--- src/include/cfg_slice_pkg.sv ---
// Constants and carriers for the configuration header slice 0x2C-0x3B.
// Assumes a host-side front end that turns configuration cycles into
// one-cycle dword requests on the device clock.
package cfg_slice_pkg;

	// ------------------------------------------------------------
	// Register offsets
	// ------------------------------------------------------------
	localparam logic [7:0] OFS_SUBSYS_IDENT = 8'h2C;
	localparam logic [7:0] OFS_ROM_BASE     = 8'h30;
	localparam logic [7:0] OFS_CAPABILITY_LIST_POINTER      = 8'h34;
	localparam logic [7:0] OFS_RSVD_38      = 8'h38;

	// ------------------------------------------------------------
	// Fields and values
	// ------------------------------------------------------------
	localparam int         ROM_BASE_LSB     = 22;
	localparam int         ROM_BASE_W       = 10;
	localparam int         ROM_DECODE_BIT   = 0;
	localparam int         IMAGE_ADDR_W     = 16;
	localparam logic [7:0] CAPABILITY_LIST_POINTER_AGP      = 8'h44;
	localparam logic [7:0] ROM_IDENT_FIRST  = 8'h54;
	localparam logic [1:0] ROM_IDENT_LAST   = 2'h3;
	localparam logic [9:0] ROM_BASE_RESET   = 10'h000;
	localparam logic       ROM_DECODE_RESET = 1'b0;
	localparam logic [31:0] IDENT_RESET     = 32'h00000000;

	// ------------------------------------------------------------
	// Carriers
	// ------------------------------------------------------------
	typedef struct packed {
		logic        sel;
		logic        write;
		logic [7:0]  addr;
		logic [3:0]  byteEn;
		logic [31:0] wrData;
	} cfg_req_t;

	typedef struct packed {
		logic        ack;
		logic [31:0] rdData;
	} cfg_rsp_t;

	typedef struct packed {
		logic        claim;
		logic [15:0] imageAddr;
	} rom_hit_t;

endpackage

--- src/logic/rom_ident_fetch.sv ---
// Fetches the four subsystem identification bytes from the boot ROM.
// Assumes a ROM port that returns data one cycle after the read strobe.
`timescale 1ns/1ps
module rom_ident_fetch (
	input  wire logic        sys_clk,
	input  wire logic        rstn,
	input  wire logic        start,
	output logic             romRdEn,
	output logic [7:0]       romAddr,
	input  wire logic [7:0]  romRdData,
	output logic [31:0]      fetchedIdent,
	output logic             fetchDone
);
	typedef enum logic [1:0] {F_IDLE, F_ISSUE, F_CAPTURE, F_DONE} fetch_state_t;

	fetch_state_t state_ff;
	fetch_state_t nxt_state;
	logic [1:0]   byteIdx_ff;
	logic [31:0]  ident_ff;

	// ------------------------------------------------------------
	// Sequencing
	// ------------------------------------------------------------
	assign romRdEn      = (state_ff == F_ISSUE);
	assign romAddr      = cfg_slice_pkg::ROM_IDENT_FIRST + {6'h00, byteIdx_ff};
	assign fetchedIdent = ident_ff;
	assign fetchDone    = (state_ff == F_DONE);

	always_comb begin
		nxt_state = state_ff;
		unique case (state_ff)
			F_IDLE:    if (start) nxt_state = F_ISSUE;
			F_ISSUE:   nxt_state = F_CAPTURE;
			F_CAPTURE: nxt_state = (byteIdx_ff == cfg_slice_pkg::ROM_IDENT_LAST) ? F_DONE : F_ISSUE;
			F_DONE:    nxt_state = F_DONE;
		endcase
	end

	always_ff @(posedge sys_clk or negedge rstn) begin
		if (!rstn) begin
			state_ff   <= F_IDLE;
			byteIdx_ff <= 2'h0;
			ident_ff   <= cfg_slice_pkg::IDENT_RESET;
		end else begin
			state_ff <= nxt_state;
			if (state_ff == F_CAPTURE) begin
				// Lowest ROM byte lands in the lowest byte of the word
				ident_ff[byteIdx_ff*8 +: 8] <= romRdData;
				byteIdx_ff                  <= byteIdx_ff + 2'h1;
			end
		end
	end

endmodule

--- src/logic/pci_config_rom_cap_regs.sv ---
// Configuration header slice 0x2C-0x3B: subsystem identification,
// expansion ROM base with its decoder, capabilities pointer, reserved word.
// Assumes a front end that delivers configuration cycles as one-cycle
// dword requests and expects a registered answer one cycle later.
`timescale 1ns/1ps
module pci_config_rom_cap_regs (
	input  wire logic                     sys_clk,
	input  wire logic                     rstn,
	input  wire cfg_slice_pkg::cfg_req_t  cfgReq,
	output cfg_slice_pkg::cfg_rsp_t       cfgRsp,
	input  wire logic                     strapRomIdent,
	input  wire logic                     strapAgp,
	input  wire logic [31:0]              aliasIdent,
	output logic                          romRdEn,
	output logic [7:0]                    romAddr,
	input  wire logic [7:0]               romRdData,
	output logic                          identReady,
	input  wire logic                     memSpaceEn,
	input  wire logic                     memReqValid,
	input  wire logic [31:0]              memReqAddr,
	output cfg_slice_pkg::rom_hit_t       romHit
);
	// ------------------------------------------------------------
	// State
	// ------------------------------------------------------------
	logic        strapTaken_ff;
	logic        strapRomIdent_ff;
	logic        strapAgp_ff;
	logic        fetchStart_ff;
	logic [9:0]  romBase_ff;
	logic        romDecode_ff;
	logic        ack_ff;
	logic [31:0] rdData_ff;
	logic        claim_ff;
	logic [15:0] imageAddr_ff;

	logic [31:0] fetchedIdent;
	logic        fetchDone;

	// ------------------------------------------------------------
	// Strap capture
	// ------------------------------------------------------------
	// An async reset may only load constants, so the straps are caught on
	// the first clock after release; the fetch starts one cycle later.
	always_ff @(posedge sys_clk or negedge rstn) begin
		if (!rstn) begin
			strapTaken_ff    <= 1'b0;
			strapRomIdent_ff <= 1'b0;
			strapAgp_ff      <= 1'b0;
			fetchStart_ff    <= 1'b0;
		end else begin
			fetchStart_ff <= 1'b0;
			if (!strapTaken_ff) begin
				strapTaken_ff    <= 1'b1;
				strapRomIdent_ff <= strapRomIdent;
				strapAgp_ff      <= strapAgp;
				fetchStart_ff    <= strapRomIdent;
			end
		end
	end

	rom_ident_fetch u_fetch (
		.sys_clk      (sys_clk),
		.rstn         (rstn),
		.start        (fetchStart_ff),
		.romRdEn      (romRdEn),
		.romAddr      (romAddr),
		.romRdData    (romRdData),
		.fetchedIdent (fetchedIdent),
		.fetchDone    (fetchDone)
	);

	// ------------------------------------------------------------
	// Subsystem identification source
	// ------------------------------------------------------------
	// The word is never a write target here; only its source is steered.
	wire [31:0] subsysWord = strapRomIdent_ff ? fetchedIdent : aliasIdent;

	// Ready once straps are in and, when loading from ROM, the fetch is over.
	assign identReady = strapTaken_ff && (!strapRomIdent_ff || fetchDone);

	// ------------------------------------------------------------
	// Address decode of configuration requests
	// ------------------------------------------------------------
	wire hitSubsys = (cfgReq.addr[7:2] == cfg_slice_pkg::OFS_SUBSYS_IDENT[7:2]);
	wire hitRomBase = (cfgReq.addr[7:2] == cfg_slice_pkg::OFS_ROM_BASE[7:2]);
	wire hitCapPtr = (cfgReq.addr[7:2] == cfg_slice_pkg::OFS_CAPABILITY_LIST_POINTER[7:2]);
	wire hitRsvd38 = (cfgReq.addr[7:2] == cfg_slice_pkg::OFS_RSVD_38[7:2]);
	wire anyHit = hitSubsys | hitRomBase | hitCapPtr | hitRsvd38;
	wire wrRomBase = cfgReq.sel && cfgReq.write && hitRomBase;
	wire rdTake = cfgReq.sel && !cfgReq.write;

	// ------------------------------------------------------------
	// Read data assembly
	// ------------------------------------------------------------
	wire [31:0] romBaseWord = {romBase_ff,
		11'h000,
		10'h000,
		romDecode_ff};
	// Straps are caught on the first edge after release, and a read may land
	// on that same edge, so the pin itself answers until the capture is in.
	wire agpNow = strapTaken_ff ? strapAgp_ff : strapAgp;
	wire [7:0] capPtr = agpNow ? cfg_slice_pkg::CAPABILITY_LIST_POINTER_AGP : 8'h00;
	wire [31:0] capWord = {24'h000000, capPtr};

	// Offsets outside the slice read zero, as does the reserved word.
	wire [31:0] rdMux = hitSubsys  ? subsysWord  :
		hitRomBase ? romBaseWord :
		hitCapPtr  ? capWord     :
		32'h00000000;

	// ------------------------------------------------------------
	// Configuration registers
	// ------------------------------------------------------------
	// Only the ROM base dword takes writes; all else in the slice drops them.
	always_ff @(posedge sys_clk or negedge rstn) begin
		if (!rstn) begin
			romBase_ff   <= cfg_slice_pkg::ROM_BASE_RESET;
			romDecode_ff <= cfg_slice_pkg::ROM_DECODE_RESET;
		end else if (wrRomBase) begin
			if (cfgReq.byteEn[3]) romBase_ff[9:2] <= cfgReq.wrData[31:24];
			if (cfgReq.byteEn[2]) romBase_ff[1:0] <= cfgReq.wrData[23:22];
			if (cfgReq.byteEn[0]) romDecode_ff    <= cfgReq.wrData[0];
		end
	end

	// Every request is answered one cycle later, writes and unmapped ones too.
	always_ff @(posedge sys_clk or negedge rstn) begin
		if (!rstn) begin
			ack_ff    <= 1'b0;
			rdData_ff <= 32'h00000000;
		end else begin
			ack_ff <= cfgReq.sel;
			if (rdTake) rdData_ff <= anyHit ? rdMux : 32'h00000000;
		end
	end

	assign cfgRsp.ack    = ack_ff;
	assign cfgRsp.rdData = rdData_ff;

	// ------------------------------------------------------------
	// Expansion ROM decoder
	// ------------------------------------------------------------
	// The whole 4 MByte window is claimed; only its lowest 64 KByte hold
	// the image, so the offset is cut to the image width and aliases above.
	wire inWindow = (memReqAddr[31:cfg_slice_pkg::ROM_BASE_LSB] == romBase_ff);
	wire claimNow = memReqValid && romDecode_ff && memSpaceEn && inWindow;

	always_ff @(posedge sys_clk or negedge rstn) begin
		if (!rstn) begin
			claim_ff     <= 1'b0;
			imageAddr_ff <= 16'h0000;
		end else begin
			claim_ff <= claimNow;
			if (claimNow) imageAddr_ff <= memReqAddr[cfg_slice_pkg::IMAGE_ADDR_W-1:0];
		end
	end

	assign romHit.claim     = claim_ff;
	assign romHit.imageAddr = imageAddr_ff;

endmodule

--- config.mk ---
export PLATFORM = sky130hd
export DESIGN_NAME = pci_config_rom_cap_regs
export DESIGN_NICKNAME = d
export VERILOG_FILES = /design/src/include/cfg_slice_pkg.sv /design/src/logic/rom_ident_fetch.sv /design/src/logic/pci_config_rom_cap_regs.sv
export SDC_FILE = /design/constraint.sdc
export NUM_CORES = 1
export LEC_CHECK = 0
export BUFFER_PORTS_ARGS = -buffer_cell sky130_fd_sc_hd__buf_2
export CAP_MARGIN = 20
export CORE_AREA = 2 2 111 102
export CTS_CLUSTER_DIAMETER = 50
export CTS_CLUSTER_SIZE = 25
export DETAILED_ROUTE_END_ITERATION = 10
export DIE_AREA = 0 0 113 104
export PLACE_DENSITY = 0.8
export SYNTH_ARGS = -nofsm -noshare
export SYNTH_HDL_FRONTEND = slang
export SYNTH_SLANG_ARGS = --single-unit
--- constraint.sdc ---
create_clock -name sys_clk -period 1.8 [get_ports sys_clk]
set_input_delay 0.45 -clock sys_clk [delete_from_list [all_inputs] [get_ports sys_clk]]
set_output_delay 0.45 -clock sys_clk [all_outputs]
set_load 0.01 [all_outputs]
### Word-level counts from Yosys, hierarchy flattened

Index checks and enable logic that the tools add are counted.

| operators by class | value |
|---|---|
| $add $sub $neg | 3 |
| equal/unequal tests | 10 |
| shift operators | 2 |
| multiplexer cells | 12 |
| bitwise operators | 3 |
| reduce and logical (&&, ||, !) cells | 14 |

Operator list:

| cell | count |
|---|---|
| $mux W32 | 4 |
| $neg A5 Y34 | 1 |
| $shift A8 B34 Y32 const A | 1 |
| $shiftx A8 B34 Y32 | 1 |
| $bwmux W32 | 1 |
| $eq A6 B4 Y1 const B | 4 |
| $mux W7 | 2 |
| $eq A10 B10 Y1 | 1 |
| $add A7 B2 Y8 const A | 1 |
| $pmux W2 S4 | 1 |
| $logic_and A1 B1 Y1 | 7 |
| $eq A2 B2 Y1 const B | 3 |
| $reduce_and A2 Y1 | 3 |
| $mux W2 | 2 |
| $or A1 B1 Y1 | 3 |
| $add A2 B1 Y2 const B | 1 |
| $eq A2 B1 Y1 const B | 1 |
| $logic_not A1 Y1 | 2 |
| $logic_not A2 Y1 | 1 |
| $mux W1 | 2 |
| $ne A2 B2 Y1 const B | 1 |
| $logic_or A1 B1 Y1 | 1 |

| storage, ports and cells | value |
|---|---|
| flip-flop bits (word level) | 101 |
| input bits | 124 |
| output and inout bits | 60 |
| word-level logic and storage cells | 58 |

### Depth between registers and ports, before layout

Gate-level depths: netlist of run 1.

| logic depth | value |
|---|---|
| depth in word-level cells | 6 |
| mapped depth | 6 |
| mapped depth without buffers | 5 |

### Modules after synthesis

From an unflattened synthesis of run 1, not the netlist that was laid out.

| unflattened totals | value |
|---|---|
| cell total of the unflattened synthesis | 415 |
| area, all modules | 4966.0 µm² |

By module, submodules not included:

| module | instances | cells an instance | area each (µm²) | seq. area each (µm²) |
|---|---|---|---|---|
| pci_config_rom_cap_regs | 1 | 254 | 3108.0 | 1626.6 |
| rom_ident_fetch | 1 | 161 | 1858.0 | 900.9 |

### Worst setup path after synthesis of run 1

No wires, ideal clock.

| path | value |
|---|---|
| path kind | flip-flop to flip-flop |
| start | reg u_fetch.byteIdx_ff[0] |
| end | reg u_fetch.ident_ff[10], in the netlist u_fetch.fetchedIdent[10] |
| library setup time | 0.067 ns |
| arrival time | 1.922 ns |
| data required time | 1.733 ns |
| slack | -0.189 ns |
| cell stages (with the launch flop) | 6 |
| buffers on the path | 0 |
| cell sequence | dfrtp_1 inv_1 ha_1 inv_1 nor4_4 a22o_1 |

| between the ends | value |
|---|---|
| cells in the longest elaborated chain, start to end | 3 |
| elaborated cells between the ends (all ways) | 4 |
| classes of those cells | add/sub: 1; shift: 2; mux: 1 |

RTL lines:

| what | RTL line | RTL |
|---|---|---|
| start: declaration | rom_ident_fetch.sv:18 | `logic [1:0] byteIdx_ff;` |
| start signal: assignment | rom_ident_fetch.sv:49 | `byteIdx_ff <= byteIdx_ff + 2'h1;` |
| $neg A5 Y34 * | rom_ident_fetch.sv:48 | `ident_ff[byteIdx_ff*8 +: 8] <= romRdData;` |
| $shiftx A8 B34 Y32 / $shift A8 B34 Y32 (equally long branches) | rom_ident_fetch.sv:48 |  |
| $bwmux W32 * | rom_ident_fetch.sv:48 |  |
| end signal: assignment | rom_ident_fetch.sv:43 | `ident_ff <= cfg_slice_pkg::IDENT_RESET;` |
| end signal: indexed assignment | rom_ident_fetch.sv:48 |  |
| end: declaration | rom_ident_fetch.sv:19 | `logic [31:0] ident_ff;` |

Every way passes the cells marked *; elsewhere a longest branch is shown, timed or not.
A chain may end at the register's enable or synchronous reset.

### Worst setup path in the final report of run 1

| path | value |
|---|---|
| start | reg romBase_ff[8] |
| end | reg imageAddr_ff[7] |

| between the ends | value |
|---|---|
| cells in the longest elaborated chain, start to end | 2 |

RTL lines:

| what | RTL line | RTL |
|---|---|---|
| start: declaration | pci_config_rom_cap_regs.sv:30 | `logic [9:0] romBase_ff;` |
| start signal: assignment | pci_config_rom_cap_regs.sv:118 | `romBase_ff <= cfg_slice_pkg::ROM_BASE_RESET;` |
| start signal: assignment | pci_config_rom_cap_regs.sv:121 | `if (cfgReq.byteEn[3]) romBase_ff[9:2] <= cfgReq.wrData[31:24];` |
| $eq A10 B10 Y1 | pci_config_rom_cap_regs.sv:146 | `wire inWindow = (memReqAddr[31:cfg_slice_pkg::ROM_BASE_LSB] == romBase_ff);` |
| $logic_and A1 B1 Y1 | pci_config_rom_cap_regs.sv:147 | `wire claimNow = memReqValid && romDecode_ff && memSpaceEn && inWindow;` |
| end signal: assignment | pci_config_rom_cap_regs.sv:155 | `if (claimNow) imageAddr_ff <= memReqAddr[cfg_slice_pkg::IMAGE_ADDR_W-1:0];` |
| end: declaration | pci_config_rom_cap_regs.sv:35 | `logic [15:0] imageAddr_ff;` |

Every way passes these cells.

==> run summary, run 1 <==
status - complete, but fails checks
failing checks - DRC
DIE AREA - 0.01175 sq mm
ratio of final minimum period to clock period - 0.9740
Yosys reg bits - 101
xor/xnor share of the synthesized area - 0.02105
Slew Limit Headroom - 0.4724
crit start category - register
crit-path cells - xor2_1 > nor3_1 > nand3_2 > buf_12 > mux2_4
Post-synth EDFFs - 0
initial antenna violation count - 0
Yosys cell types - 39
Vias/cell - 5.195
worst-margin pin slew - 0.7879 ns
Die Width - 113 um
Post-CTS Hold Buffers - 0
core region area - 0.01063 sq mm
Compound-Gate Fraction of Synth Area - 0.1397
CP required - 2.04 ns
Antenna Cells - 0
Final min period - 1.753 ns
Detail Route Antenna Nets - 0
final hold violation count - 0
DR iter-0 viols - 287
Post-synth ARST share - 1.000
WL per Instance - 17.64 um
sequential area share after synthesis - 0.5522
largest net degree at the start of global routing - 102
CP Class - register to register
Routability Congestion - 0.8035
clock latency on the worst-skew pair - 0.35 ns
CP Capture Type - register
cells after synthesis - 357
CP Max Fanout - 16
fmax - 0.5704 GHz
post-synthesis mux area share - 0.1471
top_reg_cell synth - dfrtp_1
synth warn - 0
vias in the first global route - 3503
Cell Rows - 36
Crit path largest cell delay - 0.42 ns
DRC viols - 11
final setup vio count - 0
CTS buffer count - 9
largest family of logic cells by synthesized area - multiplexers
commonest non-fill, non-tap cell in the layout - buf_2
Clock Tree Buf Depth - 2
root buffer cell - clkbuf_16
Layout Nets - 641
H-tree depth - 3
most frequent cells in the layout - 146 x buf_2, 99 x dfrtp_1, 37 x nand2_1, 34 x a22o_1, 32 x mux2i_1
GRT overflow - 0
Pwr Total - 6.065 mW
Initial Util - 0.4306
CTS tree - built
Num Clock Sinks - 101
hpwl dp - 8.552 mm
Max Cap Viol - 0
Adder-Cell Fraction of Synth Area - 0.01367
Pleak - 3.076 nW
Synth Area in Simple Gates - 0.08994
max-slew violations - 0
buffers added on ports - 147
Mapped Area - 0.004577 sq mm
share of layout cells above drive strength 1 - 0.4333
Hold WC Path Type - primary input to async pin
first-pass detailed-route iteration total - 8
WP data arrival - 1.99 ns
total vias in the final route - 3377
worst hold slack - 0.1476 ns
VDD IR-drop max - 0.5603 mV
skew final - 0.006705 ns
Reg clk slew, reported paths - 0.07 ns
# IOs - 184
area delta synth->final - 27.80%
Die Y - 104 um
Avg Synthesized Cell Area - 12.82 sq um
Routed WL - 11.47 mm
first-pass GRT wire length - 18.17 mm
All-Layer GR Usage - 0.1995
crit path max-delay cell type - dfrtp_1
P per Cell Area - 1037 mW/mm^2
==> cell type report <==
cell class                 count  area, sq um
clock buffer                   9        225.2
clock inverter                 7        75.07
fill                         922         4781
inverter                       4        15.01
multi-input combinational    231         1927
sequential                   101         2530
tap                          133        166.4
timing repair buffer         165        910.9
==> logic make-up (layout without fill, tap and decap cells) <==
family	count (synthesis)	count (layout)
compound gates	82	82
fa+ha+maj	5	5
flops	101	101
xor+xnor	11	11
buf+inv	30	185
simple gates	66	66
mux	60	60
other cells	2	7
==> worst max-delay path, delay by kind of cell, from the launching register on <==
| family | cells | cell delay (ns) |
|---|---|---|
| xor gates and xnor gates | 1 | 0.17 |
| buffers and inverters | 1 | 0.19 |
| DFF | 1 | 0.42 |
| muxes | 1 | 0.30 |
| and+or+nand+nor | 2 | 0.54 |
==> routing by layer <==
metal / share of wire / GRT usage / wire length, um
met5: 0 / 0 / 0
met1: 0.45 / 0.2664 / 5161
met4: 0.018 / 0.06969 / 206
met3: 0.054 / 0.04604 / 620
met2: 0.48 / 0.3199 / 5480
==> timing repair <==
action                     4_1_cts  5_1_grt
setup endpoints to repair       14       43
pin swaps                        0        3
resized for setup                1        2
setup buffers                    0        3
==> registers in the layout, indices dropped and copies added, names as in the netlist <==
register              flops
u_fetch.fetchedIdent     32
u_fetch.state_ff          2
claim_ff                  1
romBase_ff               10
u_fetch.byteIdx_ff        2
strapTaken_ff             1
imageAddr_ff             16
romDecode_ff              1
fetchStart_ff             1
strapRomIdent_ff          1
ack_ff                    1
rdData_ff                32
strapAgp_ff               1
==> worst paths after layout <==
kind                                     from                    end  slack (ns)  cells after the start
worst max-delay path            romBase_ff[8]        imageAddr_ff[7]        0.05                      5
worst min-delay path                     rstn        imageAddr_ff[6]        0.15                      2
worst max register to register  romBase_ff[8]        imageAddr_ff[7]        0.05                      5
worst min register to register  fetchStart_ff    u_fetch.state_ff[0]        0.46                      1
max in group asynchronous                rstn  u_fetch.byteIdx_ff[0]        1.22                      2
min in group sys_clk               cfgReq[45]                 ack_ff        0.30                      1
==> Yosys cell counts, types with 2 or more instances <==
| master | n | share of area |
|---|---|---|
| dfrtp_1 | 101 | 0.55 |
| nand2_1 | 37 | 0.030 |
| a22o_1 | 34 | 0.065 |
| mux2i_1 | 32 | 0.070 |
| o31ai_1 | 19 | 0.031 |
| mux2_2 | 18 | 0.044 |
| o21ai_0 | 12 | 0.013 |
| a2bb2oi_1 | 11 | 0.021 |
| clkbuf_1 | 10 | 0.0082 |
| mux2_4 | 10 | 0.033 |
| xor2_1 | 10 | 0.019 |
| buf_4 | 8 | 0.013 |
| buf_2 | 6 | 0.0066 |
| ha_1 | 5 | 0.014 |
| nand3_1 | 5 | 0.0055 |
| inv_1 | 4 | 0.0033 |
| nor2b_1 | 3 | 0.0041 |
| nor4_4 | 3 | 0.014 |
| a21boi_0 | 2 | 0.0033 |
| a21o_1 | 2 | 0.0033 |
| and3_1 | 2 | 0.0027 |
| conb_1 | 2 | 0.0016 |
| nand2b_1 | 2 | 0.0027 |
| nand4_1 | 2 | 0.0027 |
| nor2_1 | 2 | 0.0016 |
| nor4_2 | 2 | 0.0055 |
==> where the power goes <==
| part | leakage [nW] | internal (mW) | switching (mW) | total [mW] |
|---|---|---|---|---|
| registers | 1.38 | 2.62 | 0.253 | 2.88 |
| clock network | 0.138 | 1.08 | 0.882 | 1.96 |
| logic | 1.56 | 0.630 | 0.594 | 1.22 |
| total | 3.08 | 4.34 | 1.73 | 6.06 |
==> through the flow <==
step	TNS (ns)	std cells	utilization	setup WS, ns	cell area, sq um
after global placement	0	631	0.5185	0.03167	5512
after floorplan	0	362	-	0.05131	4597
after global routing	-0.03018	650	0.5503	-0.01663	5849
final	0	650	0.5503	0.04683	5849
after detailed placement	-0.6087	631	0.5185	-0.04931	5512
after CTS	0	647	0.5470	0.01054	5814
Note: power is estimated with default switching activity, not from simulation.
==> run 2: changes to the inputs <==
--- a/config.mk
+++ b/config.mk
@@ -7,12 +7,14 @@
 export LEC_CHECK = 0
 export BUFFER_PORTS_ARGS = -buffer_cell sky130_fd_sc_hd__buf_2
 export CAP_MARGIN = 20
-export CORE_AREA = 2 2 111 102
+export CELL_PAD_IN_SITES_DETAIL_PLACEMENT = 1
+export CELL_PAD_IN_SITES_GLOBAL_PLACEMENT = 1
+export CORE_AREA = 2 2 126 116
 export CTS_CLUSTER_DIAMETER = 50
 export CTS_CLUSTER_SIZE = 25
 export DETAILED_ROUTE_END_ITERATION = 10
-export DIE_AREA = 0 0 113 104
-export PLACE_DENSITY = 0.8
+export DIE_AREA = 0 0 128 118
+export PLACE_DENSITY = 0.79
 export SYNTH_ARGS = -nofsm -noshare
 export SYNTH_HDL_FRONTEND = slang
 export SYNTH_SLANG_ARGS = --single-unit
==> run 2 against run 1 <==
- the flow now finishes without violations
- clock skew up 0.0044 ns
- die area up 29%
- combinational power up 5%
- setup slack worse by 0.018 ns
- via count up 4.1%
- utilization down 11 points
- critical path depth up 1
- power up 1.8%
- clock power up 3%
- critical endpoint is now u_fetch.fetchedIdent[18]
- highest routed layer is now met5
==> run summary, run 2 (same netlist as run 1, synthesis figures left out) <==
crit start category - register
skew final - 0.01110 ns
Pint - 4.411 mW
Switching Share - 0.2856
status - finished, final reports clean
Critical R2R Launch - u_fetch.byteIdx_ff[0]
Initial Util - 0.3329
vias in the first global route - 3898
Reg clk slew, reported paths - 0.08 ns
Vias/cell - 5.014
first-pass detailed-route iteration total - 4
area of the multi-input gates - 0.001914 sq mm
CTS buffer count - 9
Filler cells - 1524
# IOs - 184
Pleak - 3.133 nW
H-tree depth - 3
GRT busiest layer - met2
buffers added on ports - 147
Layout Nets - 652
hpwl dp - 10.01 mm
max-slew violations - 0
Cell Rows - 41
commonest non-fill, non-tap cell in the layout - buf_2
ratio of final minimum period to clock period - 0.9842
fmax - 0.5645 GHz
Slew Limit Headroom - 0.4218
NetSw - 1.763 mW
final setup vio count - 0
DRC viols - 0
setup tns final - 0 ns
combinational power share - 0.208
Reg-to-Reg End - u_fetch.fetchedIdent[18]
met3 GRT Util - 0.03318
Final min period - 1.772 ns
Hold WC Path Type - primary input to register
Clock Tree Buf Depth - 2
final hold violation count - 0
Detail Route Antenna Nets - 0
unrepaired setup endpoints after global routing - yes
largest net degree at the start of global routing - 44
CP Max Fanout - 8
Max Cap Viol - 0
first-pass GRT wire length - 20.76 mm
VDD IR-drop max - 0.5123 mV
GRT overflow - 0
Critical Path End - u_fetch.fetchedIdent[18]
register area - 0.002532 sq mm
Pwr Total - 6.174 mW
worst-margin pin slew - 0.8635 ns
final core occ - 0.4353
DR iter-0 viols - 130
CP Capture Type - register
reg-to-reg setup timing slack - 0.03 ns
root buffer cell - clkbuf_16
core region area - 0.01375 sq mm
total vias in the final route - 3515
clock latency on the worst-skew pair - 0.35 ns
met1 Track Usage GR - 0.2236
most frequent cells in the layout - 146 x buf_2, 99 x dfrtp_1, 37 x nand2_1, 34 x a22o_1, 32 x mux2i_1
Critical path origin - u_fetch.byteIdx_ff[0]
Routed WL - 13.05 mm
clock network power share - 0.328
CTS tree - built
Die Y - 118 um
Num Clock Sinks - 101
DIE AREA - 0.01510 sq mm
CP required - 2.07 ns
hold path cells - 1
R2R depth - 6
Routability Congestion - 0.7904
Die Width - 128 um
P per Cell Area - 1032 mW/mm^2
CP Class - register to register
initial antenna violation count - 2
All-Layer GR Usage - 0.1780
Reg power frac - 0.464
met2 usage in global routing - 0.3005
share of layout cells above drive strength 1 - 0.4413
area delta synth->final - 30.75%
WL per Instance - 18.62 um
WP data arrival - 2.05 ns
run 2: cell count changes in the layout (fill, tap and decap cells not counted), sizes merged:
| cell | delta |
|---|---|
| dlygate4sd3 | +1 |
| clkinv | -1 |
| diode | +1 |
| inv | +1 |
| buf | +10 |
| clkinvlp | -1 |
| clkbuf | +1 |
run 2: worst min path at each step:
stage / from / end
after detailed placement: rstn / rdData_ff[16]
final: cfgReq[45] / ack_ff
after global routing: cfgReq[45] / ack_ff
after CTS: cfgReq[45] / ack_ff
after global placement: rstn / rdData_ff[21]
after floorplan: rstn / ack_ff
run 2: power by group through the flow:
stage / combinational, mW / clock, mW / sequential [mW]
global placement: 1.14 / 0 / 2.90
finish: 1.28 / 2.02 / 2.87
detailed placement: 1.20 / 0 / 2.93
CTS: 1.23 / 2.06 / 2.89
global route: 1.41 / 2.15 / 2.91
floorplan: 0.781 / 0 / 2.85
run 2: critical path: stages, from the launching register on:
cell	delay [ns]
dfrtp_2	0.41
inv_1	0.22
ha_2	0.31
inv_1	0.13
nor4_4	0.26
buf_4	0.20
a22o_1	0.16
run 2: repair_timing:
action                                  in CTS  in global routing
hold endpoints to repair                    14                  0
buffers inserted                             2                  7
endpoints found under the setup margin      18                 25
pin swaps                                    2                  1
hold buffers                                 1                  0
gates resized for setup                      1                  1
run 2: cell type report:
cell class | instances | share of cell area
antenna | 1 | 0.0004181
clock buffer | 10 | 0.03993
clock inverter | 6 | 0.01171
inverter | 4 | 0.002509
multi-input combinational | 231 | 0.3199
sequential | 101 | 0.4232
tap | 172 | 0.03596
timing repair buffer | 176 | 0.1664
run 2: metal layers:
metal | wire [um] | up-vias
met5 | 13 | -
met4 | 255 | 2
met3 | 602 | 22
met2 | 6604 | 97
met1 | 5575 | 1772
li1 | - | 1622
run 2: per-stage QoR:
stage / instances / cell area, sq um / hold WS (ns) / setup WS (ns)
after global placement: 674 / 5590 / 0.3272 / 0.002994
after floorplan: 362 / 4597 / 0.1544 / 0.05131
after global routing: 701 / 5984 / 0.3232 / -0.02749
after CTS: 693 / 5927 / 0.3102 / 0.03314
final: 701 / 5984 / 0.3245 / 0.02847
after detailed placement: 674 / 5590 / 0.3352 / -0.08057
==> run 3: changes to the inputs <==
--- a/config.mk
+++ b/config.mk
@@ -5,16 +5,16 @@
 export SDC_FILE = /design/constraint.sdc
 export NUM_CORES = 1
 export LEC_CHECK = 0
-export BUFFER_PORTS_ARGS = -buffer_cell sky130_fd_sc_hd__buf_2
 export CAP_MARGIN = 20
 export CELL_PAD_IN_SITES_DETAIL_PLACEMENT = 1
 export CELL_PAD_IN_SITES_GLOBAL_PLACEMENT = 1
-export CORE_AREA = 2 2 126 116
+export CORE_AREA = 2 2 111 102
 export CTS_CLUSTER_DIAMETER = 50
 export CTS_CLUSTER_SIZE = 25
 export DETAILED_ROUTE_END_ITERATION = 10
-export DIE_AREA = 0 0 128 118
-export PLACE_DENSITY = 0.79
+export DIE_AREA = 0 0 113 104
+export DONT_BUFFER_PORTS = 1
+export PLACE_DENSITY = 0.78
 export SYNTH_ARGS = -nofsm -noshare
 export SYNTH_HDL_FRONTEND = slang
 export SYNTH_SLANG_ARGS = --single-unit
==> run 3 against run 2 <==
- the flow now finishes with violations (DRC, hold timing)
- cell area is 14% lower
- sequential share of layout area rose by 6.6 points
- clock-buffer cell count is the same
- power shrank 0.58%
- combinational power fell by 19%
- routed wire length shrank 11%
- clock skew grew 0.0018 ns
- worst hold slack got worse by 0.53 ns
- flip-flop and latch count unchanged
==> run summary, run 3 (same netlist as run 1, synthesis figures left out) <==
Layout Nets - 500
Switching Share - 0.2629
Hold WC Path Type - primary input to async pin
largest net degree at the start of global routing - 102
most frequent cells in the layout - 99 x dfrtp_1, 37 x nand2_1, 34 x a22o_1, 32 x mux2i_1, 22 x buf_4
status - complete, but fails checks
Pint - 4.524 mW
Max Cap Viol - 0
core region area - 0.01063 sq mm
final setup vio count - 0
final hold violation count - 101
setup tns final - 0 ns
initial antenna violation count - 0
CP Class - register to register
Routed WL - 11.65 mm
total vias in the final route - 2862
CP Capture Type - register
CP required - 2.08 ns
failing checks - DRC, hold timing
Num Clock Sinks - 101
crit start category - register
combinational power share - 0.170
Initial Util - 0.4306
hpwl dp - 8.505 mm
Detail Route Antenna Nets - 0
Routability Congestion - 0.7393
DIE AREA - 0.01175 sq mm
Die Y - 104 um
VDD IR-drop max - 0.5551 mV
WL per Instance - 22.89 um
commonest non-fill, non-tap cell in the layout - dfrtp_1
buffers added on ports - 0
CTS tree - built
Final min period - 1.743 ns
GRT overflow - 0
clock latency on the worst-skew pair - 0.35 ns
skew final - 0.01291 ns
first-pass GRT wire length - 18.54 mm
DR iter-0 viols - 165
All-Layer GR Usage - 0.2040
CP Max Fanout - 6
Final Non-Filler Cells - 509
WP data arrival - 2.02 ns
Reg power frac - 0.469
Slew Limit Headroom - 0.4429
worst-margin pin slew - 0.8320 ns
vias in the first global route - 3227
Clock Tree Buf Depth - 2
placed cells - 488
root buffer cell - clkbuf_16
area delta synth->final - 13.04%
CTS buffer count - 9
Reg clk slew, reported paths - 0.08 ns
clock network power share - 0.361
NetSw - 1.613 mW
Pleak - 2.462 nW
share of layout cells above drive strength 1 - 0.2154
Antenna Cells - 0
H-tree depth - 3
P per Cell Area - 1186 mW/mm^2
max-slew violations - 0
fmax - 0.5738 GHz
first-pass detailed-route iteration total - 7
# IOs - 184
Cell Rows - 36
worst hold slack - -0.2082 ns
DRC viols - 7
Vias/cell - 5.623
Die Width - 113 um
ratio of final minimum period to clock period - 0.9682
[run 3: critical path: stages (launching register included)]
cell and delay (ns):
dfrtp_2 0.36, inv_1 0.13, ha_2 0.44, inv_1 0.13
nor4_4 0.31, buf_4 0.19, a22o_1 0.13
[run 3: power groups by stage]
| stage | registers, mW | logic, mW | clock network (mW) |
|---|---|---|---|
| floorplan | 2.85 | 0.781 | 0 |
| global placement | 2.90 | 0.973 | 0 |
| detailed placement | 2.92 | 1.02 | 0 |
| CTS | 2.88 | 1.04 | 2.27 |
| global route | 2.92 | 1.14 | 2.36 |
| finish | 2.88 | 1.04 | 2.22 |
[run 3: path summary, 6_finish.rpt]
check	start	endpoint	slack, ns	cells past startpoint
max	u_fetch.byteIdx_ff[0]	u_fetch.fetchedIdent[17]	0.06	6
min reg2reg	fetchStart_ff	u_fetch.state_ff[0]	0.46	1
max in group asynchronous	rstn	strapRomIdent_ff	1.81	0
max reg2reg	u_fetch.byteIdx_ff[0]	u_fetch.fetchedIdent[17]	0.06	6
min in group sys_clk	cfgReq[45]	ack_ff	0.14	0
min	rstn	rdData_ff[20]	-0.21	0
[run 3: layer usage]
metal	track usage	vias to the layer above	part of all wire
met1	0.2540	1455	0.41
li1	-	1312	-
met2	0.3340	83	0.50
met5	0	-	0
met3	0.07226	12	0.072
met4	0.06185	0	0.015
[run 3: through the flow]
| stage | utilization | hold WS [ns] | cell area [sq um] | worst slack [ns] | power (mW) |
|---|---|---|---|---|---|
| 2_1_floorplan | - | 0.1544 | 4597 | 0.05131 | 3.628 |
| 3_3_place_gp | 0.4507 | 0.1561 | 4791 | 0.1092 | 3.871 |
| 3_5_place_dp | 0.4507 | 0.1558 | 4791 | -0.0002854 | 3.943 |
| 4_1_cts | 0.4827 | -0.2259 | 5131 | 0.01781 | 6.184 |
| 5_1_grt | 0.4867 | -0.2269 | 5174 | -0.007806 | 6.421 |
| 6_report | 0.4867 | -0.2082 | 5174 | 0.05731 | 6.138 |
[run 3: cell type report]
class                   count  area [sq um]
clock buffers              10         229.0
repair buffers             24         205.2
multi-input cells         231          1914
flip-flops and latches    101          2532
fillers                  1111          5456
well taps                 133         166.4
clock inverters             6         111.4
inverters                   4         15.01
[run 3: repair_timing]
item                                    CTS  global route
endpoints found under the hold margin   101           101
resized for setup                         0             3
pin swaps                                 1             3
setup buffers                             0             5
endpoints found under the setup margin    1            33
